--- config.mk ---
export PLATFORM = sky130hd
export DESIGN_NAME = squib_cfg_device_flat
export DESIGN_NICKNAME = d
export VERILOG_FILES = /design/src/logic/squib_cfg_pkg.sv /design/src/logic/squib_cfg_link_if.sv /design/src/logic/squib_cfg_device.sv /design/src/flat_wrapper.sv
export SDC_FILE = /design/constraint.sdc
export NUM_CORES = 1
export LEC_CHECK = 0
export BUFFER_PORTS_ARGS = -buffer_cell sky130_fd_sc_hd__clkbuf_2
export CAP_MARGIN = 5
export CORE_MARGIN = 1.5
export CORE_UTILIZATION = 25
export DETAILED_ROUTE_END_ITERATION = 8
export PLACE_DENSITY_LB_ADDON = 0.3
export REMOVE_ABC_BUFFERS = 1
export SLEW_MARGIN = 20
export SYNTH_ARGS = -nofsm -noshare
export SYNTH_HDL_FRONTEND = slang
export SYNTH_SLANG_ARGS = --single-unit
--- constraint.sdc ---
create_clock -name pclk -period 3.15 [get_ports pclk]
set_input_delay 0.63 -clock pclk [delete_from_list [all_inputs] [get_ports pclk]]
set_output_delay 0.63 -clock pclk [all_outputs]
set_load 0.02 [all_outputs]
--- src/logic/squib_cfg_pkg.sv ---
// Shared constants and types for the configuration command link.
// What this block does
// - Top bits zero; D10 picks frame variant.
// - D13 makes each 16-bit word except the 0x0000 power-on answer odd parity.
// - D12 zero reads and ignores D11 and D9..D0.
// - Current write updates all channels, ignores low byte.
// - Reset-select write uses low byte, ignores D9:D8.
// - Current level codes 00..11, reset 00.
// - Current response echoes bits, stored level, 0x02.
// - Powered-up flag zero first, then one.
// - Soft reset needs 0xAA then 0x55 consecutively.
// - Host resends whole pattern after interruption.
// - Soft reset clears level, latch, pattern and powered-up state; response is 0x2003.
// - D0 reports a completed soft reset.
// - After valid pattern the next answer is 0x2003.
// - Latch command uses D9:D8; response echoes them.
// - Latch codes 0/128/256/512 ms, reset 00.
// - First pattern word answers 0x1X02.
// - Parity/unknown gives 0xD000; bad length 0xD003.
// - Response goes out in the next frame.
package squib_cfg_pkg;
  localparam int CLK_PERIOD_NS = 10;
  localparam int LINK_PERIOD_NS = 160;
  localparam int HALF_CYCLES = (LINK_PERIOD_NS / 2) / CLK_PERIOD_NS;
  localparam int WORD_BITS = 16;
  localparam logic [4:0] WORD_BITS_5 = 5'h10;
  localparam int BIT_MODE_HI = 15;
  localparam int BIT_MODE_LO = 14;
  localparam int BIT_PARITY = 13;
  localparam int BIT_WRITE = 12;
  localparam int BIT_RESET_SEL = 11;
  localparam int BIT_VARIANT = 10;
  localparam logic [1:0] LEVEL_RESET = 2'h0;
  localparam logic [1:0] LATCH_RESET = 2'h0;
  localparam logic [7:0] RESET_WORD_A = 8'hAA;
  localparam logic [7:0] RESET_WORD_B = 8'h55;
  localparam logic [15:0] RESP_POR = 16'h0000;
  localparam logic [15:0] RESP_BAD_FRAME = 16'hD000;
  localparam logic [15:0] RESP_BAD_LENGTH = 16'hD003;
  localparam logic [15:0] RESP_RESET_DONE = 16'h2003;
  localparam logic [15:0] RESP_RESET_FIRST = 16'h1802;
  localparam logic [7:0] MODE1_LOW_BYTE = 8'h02;
  localparam logic [7:0] APB_CMD = 8'h00;
  localparam logic [7:0] APB_RESP = 8'h04;
  localparam logic [7:0] APB_STATUS = 8'h08;
  localparam logic [7:0] APB_MASK = 8'h0C;
  localparam int STATUS_DONE = 0;
  localparam int RESP_BUSY = 16;

  typedef enum logic [2:0] {
    LINK_IDLE = 3'b000,
    LINK_LEAD = 3'b001,
    LINK_SHIFT = 3'b011,
    LINK_TRAIL = 3'b010,
    LINK_GAP = 3'b110
  } link_state_t;

  // Odd parity: D13 is chosen so the whole word holds an odd count of ones.
  function automatic logic [15:0] with_parity(input logic [15:0] w);
    logic [15:0] t;
    t = w;
    t[BIT_PARITY] = 1'b0;
    t[BIT_PARITY] = ~(^t);
    return t;
  endfunction : with_parity
endpackage : squib_cfg_pkg

--- src/logic/squib_cfg_link_if.sv ---
// Four-wire serial link between the controller and the configuration handler.
interface squib_cfg_link_if;
  logic sclk;
  logic cs_n;
  logic mosi;
  logic miso;
  modport device (input sclk, input cs_n, input mosi, output miso);
  modport host (output sclk, output cs_n, output mosi, input miso);
endinterface : squib_cfg_link_if

--- src/logic/squib_cfg_device.sv ---
// Device end: decodes configuration frames and builds the next response.
module squib_cfg_device (
  input wire logic pclk,
  input wire logic presetn,
  input wire logic ce,
  squib_cfg_link_if.device link,
  output logic [1:0] current_level_bits,
  output logic [1:0] latch_time,
  output logic soft_reset_pulse
);
  ////////////////////////////////////////////////////////////////////////////
  logic [2:0] sclk_s_q;
  logic [2:0] cs_s_q;
  logic [1:0] mosi_s_q;
  always_ff @(posedge pclk or negedge presetn) begin
    if (!presetn) begin
      sclk_s_q <= 3'h0;
      cs_s_q <= 3'h7;
      mosi_s_q <= 2'h0;
    end else if (ce) begin
      sclk_s_q <= {sclk_s_q[1:0], link.sclk};
      cs_s_q <= {cs_s_q[1:0], link.cs_n};
      mosi_s_q <= {mosi_s_q[0], link.mosi};
    end
  end
  wire sclk_rise = sclk_s_q[1] & ~sclk_s_q[2];
  wire sclk_fall = ~sclk_s_q[1] & sclk_s_q[2];
  wire cs_start = ~cs_s_q[1] & cs_s_q[2];
  wire cs_end = cs_s_q[1] & ~cs_s_q[2];
  wire in_frame = ~cs_s_q[1];

  ////////////////////////////////////////////////////////////////////////////
  logic [15:0] rx_q;
  logic [15:0] tx_q;
  logic [4:0] count_q;
  logic [15:0] resp_q;
  logic [1:0] level_q;
  logic [1:0] latch_q;
  logic pending_q;
  logic powered_q;
  logic miso_q;
  logic reset_pulse_q;

  // Frame decode, all continuous.
  wire len_ok = count_q == squib_cfg_pkg::WORD_BITS_5;
  wire parity_ok = ^rx_q;
  wire config_cmd = ~rx_q[squib_cfg_pkg::BIT_MODE_HI] & ~rx_q[squib_cfg_pkg::BIT_MODE_LO];
  wire variant = rx_q[squib_cfg_pkg::BIT_VARIANT];
  wire is_write = rx_q[squib_cfg_pkg::BIT_WRITE];
  wire reset_sel = rx_q[squib_cfg_pkg::BIT_RESET_SEL];
  wire [7:0] low_byte = rx_q[7:0];
  wire level_write = config_cmd & ~variant & is_write & ~reset_sel;
  wire reset_frame = config_cmd & ~variant & is_write & reset_sel;
  wire first_word = reset_frame & (low_byte == squib_cfg_pkg::RESET_WORD_A);
  wire second_word = reset_frame & pending_q & (low_byte == squib_cfg_pkg::RESET_WORD_B);
  wire latch_write = config_cmd & variant & is_write;
  wire [1:0] level_next = level_write ? rx_q[9:8] : level_q;
  wire echo_sel = is_write & reset_sel;
  wire [15:0] mode1_resp = squib_cfg_pkg::with_parity(
    {3'b000, is_write, echo_sel, 1'b0, level_next, 6'h00, powered_q, 1'b0});
  // D1 carries the powered-up flag here too, so a pattern word sent first after reset reads zero.
  wire [15:0] first_resp = squib_cfg_pkg::with_parity(
    {squib_cfg_pkg::RESP_RESET_FIRST[15:2], powered_q, squib_cfg_pkg::RESP_RESET_FIRST[0]} |
    {6'h00, level_q, 8'h00});
  wire [1:0] latch_next = latch_write ? rx_q[9:8] : latch_q;
  wire [15:0] mode2_resp = squib_cfg_pkg::with_parity(
    {3'b000, is_write, 2'b01, latch_next, 8'h00});
  wire [15:0] good_resp = variant ? mode2_resp : (first_word ? first_resp : mode1_resp);
  wire [15:0] frame_resp = !len_ok ? squib_cfg_pkg::RESP_BAD_LENGTH :
                           (!parity_ok || !config_cmd) ? squib_cfg_pkg::RESP_BAD_FRAME :
                           second_word ? squib_cfg_pkg::RESP_RESET_DONE : good_resp;
  wire frame_good = len_ok & parity_ok & config_cmd;
  wire do_reset = cs_end & frame_good & second_word;

  ////////////////////////////////////////////////////////////////////////////
  // Serial shifting: sample on the rising link edge, change output on falling.
  always_ff @(posedge pclk or negedge presetn) begin
    if (!presetn) begin
      rx_q <= 16'h0000;
      tx_q <= 16'h0000;
      count_q <= 5'h00;
      miso_q <= 1'b0;
    end else if (ce) begin
      if (cs_start) begin
        tx_q <= resp_q;
        miso_q <= resp_q[15];
        count_q <= 5'h00;
      end else if (in_frame && sclk_rise) begin
        rx_q <= {rx_q[14:0], mosi_s_q[1]};
        if (count_q != 5'h1F)
          count_q <= count_q + 5'h01;
      end else if (in_frame && sclk_fall) begin
        tx_q <= {tx_q[14:0], 1'b0};
        miso_q <= tx_q[14];
      end
    end
  end

  // A soft reset clears level, latch, pattern and powered-up state, not the shift registers or the response it must report.
  always_ff @(posedge pclk or negedge presetn) begin
    if (!presetn) begin
      resp_q <= squib_cfg_pkg::RESP_POR;
      level_q <= squib_cfg_pkg::LEVEL_RESET;
      latch_q <= squib_cfg_pkg::LATCH_RESET;
      pending_q <= 1'b0;
      powered_q <= 1'b0;
      reset_pulse_q <= 1'b0;
    end else if (ce) begin
      reset_pulse_q <= do_reset;
      if (cs_end) begin
        resp_q <= frame_resp;
        if (do_reset) begin
          level_q <= squib_cfg_pkg::LEVEL_RESET;
          latch_q <= squib_cfg_pkg::LATCH_RESET;
          pending_q <= 1'b0;
          powered_q <= 1'b0;
        end else begin
          powered_q <= 1'b1;
          pending_q <= frame_good & first_word;
          if (frame_good) begin
            level_q <= level_next;
            latch_q <= latch_next;
          end
        end
      end
    end
  end

  assign link.miso = miso_q;
  assign current_level_bits = level_q;
  assign latch_time = latch_q;
  assign soft_reset_pulse = reset_pulse_q;
endmodule : squib_cfg_device

--- src/flat_wrapper.sv ---
// flat-port wrapper written by rule: the top's interface ports become plain ports
module squib_cfg_device_flat 
  (pclk, presetn, ce, current_level_bits, latch_time, soft_reset_pulse, link_sclk, link_cs_n, link_mosi, link_miso);
  squib_cfg_link_if link_i ();
  input wire logic pclk;
  input wire logic presetn;
  input wire logic ce;
  output logic [1:0] current_level_bits;
  output logic [1:0] latch_time;
  output logic soft_reset_pulse;
  input wire logic [$bits(link_i.sclk)-1:0] link_sclk;
  input wire logic [$bits(link_i.cs_n)-1:0] link_cs_n;
  input wire logic [$bits(link_i.mosi)-1:0] link_mosi;
  output wire logic [$bits(link_i.miso)-1:0] link_miso;
  assign link_i.sclk = link_sclk;
  assign link_i.cs_n = link_cs_n;
  assign link_i.mosi = link_mosi;
  assign link_miso = link_i.miso;
  squib_cfg_device u_core (.pclk(pclk), .presetn(presetn), .ce(ce), .link(link_i), .current_level_bits(current_level_bits), .latch_time(latch_time), .soft_reset_pulse(soft_reset_pulse));
endmodule
==> metrics.cfg <==
[yosys]
ys_warn_count=0
syn-cell-area_sq_um=2980
muxShareOfSynthArea_pct=11.1
synth-simple-area-share_pct=14.1
yosysTopAreaCell=dfrtp_1
yosysSeqAreaShare_pct=51.3
synthXorXnorAreaFrac_pct=4.62
synth_area_per_cell_sq_um=10.4
synth_compound_area_share_pct=9.82
synthAdderAreaFrac_pct=5.04
synth_area_leaders=dfrtp_1 (49%), nand2_1 (5.8%), o21ai_0 (5.5%), ha_1 (5.0%), mux2i_1 (5.0%)
yosys_register_bits=61
yosysUniqueCellTypes=38
synth_cells=287
synth_top_flop_cell=dfrtp_1
synth_enable_flop_cells=0
synthArstFlopShare_pct=100
synth_top_family_by_area=simple AND/OR/NAND/NOR gates
synth_top_area_share_pct=48.7

[clock_network]
hold_buffers=0
cts_made_buffers=9
clkSlewWorstSetupHoldPaths_ns=0.06
cts.htree.levels=3
cts_tree=yes
cts.sinks=61
cts_resized=0
clk_root_buffer_cell=clkbuf_16
worstSkewPairLatency_ns=0.33
postCtsSetupBuffers=0
clockBufferDepth=2

[detailed_routing]
drc=0
drtAntennaViolNets=0
wire_per_inst_microns=13.2
routed_wl_microns=5900
firstDrtPassIters=4
vias=2002
routed_via_density=4.49
drtIter0Drc=71

[floorplanning]
start_util_pct=25.9
dieHeight_microns=112
pin_count=12
placementRows=39
core_area_sq_um=11500
fp.dieW_microns=112
die_area_sq_um=12600

[global_routing]
busiest_layer=met2
antenna_found_initial=0
grtUsageTotal_pct=10.4
grt_max_degree=33
grt_overflow=0
grt_use_met2_pct=16.6
grt.met1_usage_pct=13.2
grtUsageMet3_pct=2.27
grt_pass1_wl_microns=10400
grt_pass1_vias=2157

[power]
total_power_mw=3.14
power.density_nw_per_um2=909
max-vdd-ir-drop_mv=0.749
p_leak_nw=1.54

[timing]
clock.fmax_mhz=445
hold_violations=0
hold_ws_ns=0.415
tns_ns=0
maxSlewHeadroom_pct=41.7
tightest_slew_ns=0.874
period_share_pct=71.3
period_needed_ns=2.24
fin_skew_ns=0.00659
rsz0062_at_grt=no
setup_viol=0
final_max_slew_viol_count=0

[final_layout]
synthToLayoutAreaGrowth_pct=15.8
fillers=1230
drive_gt1_share_pct=17.8
antenna_cells=0
postLayoutCoreUtil_pct=30.0
fin_nets=316
final_cell_mix=dfrtp_1 (58), nand2_1 (46), o21ai_0 (33)
stdcell_count=446
mostFrequentLayoutCell=dfrtp_1

[job]
max_cap_viol_count=0

[setup_path]
crit_path_max_fanout=5
arrival_ns=2.46
critPathCaptureType=flop
startpoint_type=flop
required_ns=3.36
crit_type=flop to flop

[placement]
hpwlAfterDp_microns=4020
gp_congestion=0.779
io_buffers=11
post-place-cells=430

[outcome]
outcome=completed

[hold_path]
worstHoldPathType=input pin to async pin

cells by family after synthesis:
| group | count (synthesis) |
|---|---|
| and+or+nand+nor | 89 |
| DFF | 61 |
| AOI/OAI and AO/OA | 51 |
| buffers and inverters | 30 |
| muxes | 30 |
| xor gates and xnor gates | 14 |
| adders and majority gates | 12 |
state kept, by name, indices dropped and copies added, names as in the netlist, 2 cells and up:
name	cells
u_core.rx_q	16
u_core.mosi_s_q	2
u_core.resp_q	9
u_core.latch_time	2
u_core.sclk_s_q	3
u_core.cs_s_q	3
u_core.tx_q	15
u_core.count_q	5
u_core.current_level_bits	2
layer usage:
layer | wire (microns) | up-vias
met5 | 0 | -
met4 | 132 | 0
met3 | 113 | 10
met2 | 2740 | 17
met1 | 2910 | 970
li1 | - | 1005
final timing paths:
kind / startpoint / to / slack [ns] / depth (start not counted)
max: u_core.rx_q[0] / u_core.latch_time[1] / 0.91 / 7
min: presetn / u_core.tx_q[5] / 0.42 / 1
max reg2reg: u_core.rx_q[0] / u_core.latch_time[1] / 0.91 / 7
min reg2reg: u_core.tx_q[4] / u_core.tx_q[4] / 0.48 / 2
max in group asynchronous: presetn / u_core.rx_q[9] / 1.99 / 2
min in group pclk: u_core.tx_q[4] / u_core.tx_q[4] / 0.48 / 2
where the power goes:
group          internal [mW]  total (mW)  leakage, nW  switching [mW]
logic                  0.517        1.04        0.631           0.525
registers              0.998        1.19        0.775           0.191
clock network          0.534       0.908        0.136           0.374
area by class of cell:
| type | count | area (sq um) | area share, % |
|---|---|---|---|
| multi-input cells | 196 | 1330 | 38.6 |
| flip-flops and latches | 61 | 1530 | 44.3 |
| clock inverters | 7 | 48.8 | 1.41 |
| inverters | 16 | 60.1 | 1.74 |
| clock buffers | 9 | 225 | 6.52 |
| well taps | 143 | 179 | 5.18 |
| repair buffers | 14 | 77.6 | 2.25 |
Yosys cell counts, types with 3 or more instances:
library cell,number
clkbuf_1,13
o21ai_0,33
dfrtp_1,58
nand3_1,9
nor2_1,13
mux2_2,12
nand2b_1,4
inv_1,16
xor2_1,4
dfstp_2,3
ha_1,12
nand2_1,46
mux2_4,3
xnor2_1,9
mux2i_1,15
a21oi_1,8
worst max-delay path, stage by stage, from the launching register on:
cell and delay (ns):
dfrtp_1 0.37, inv_1 0.07, ha_1 0.31, xnor2_1 0.20
xnor2_1 0.10, xnor3_2 0.45, nand3_1 0.20, a221o_2 0.44
per-stage QoR:
stage / setup slack, ns / instance area (sq um)
6_report: 0.905 / 3450
3_3_place_gp: 0.828 / 3180
4_1_cts: 0.866 / 3450
5_1_grt: 0.753 / 3450
3_5_place_dp: 0.758 / 3180
2_1_floorplan: 1.05 / 2920
(Power assumes the default switching activity.)
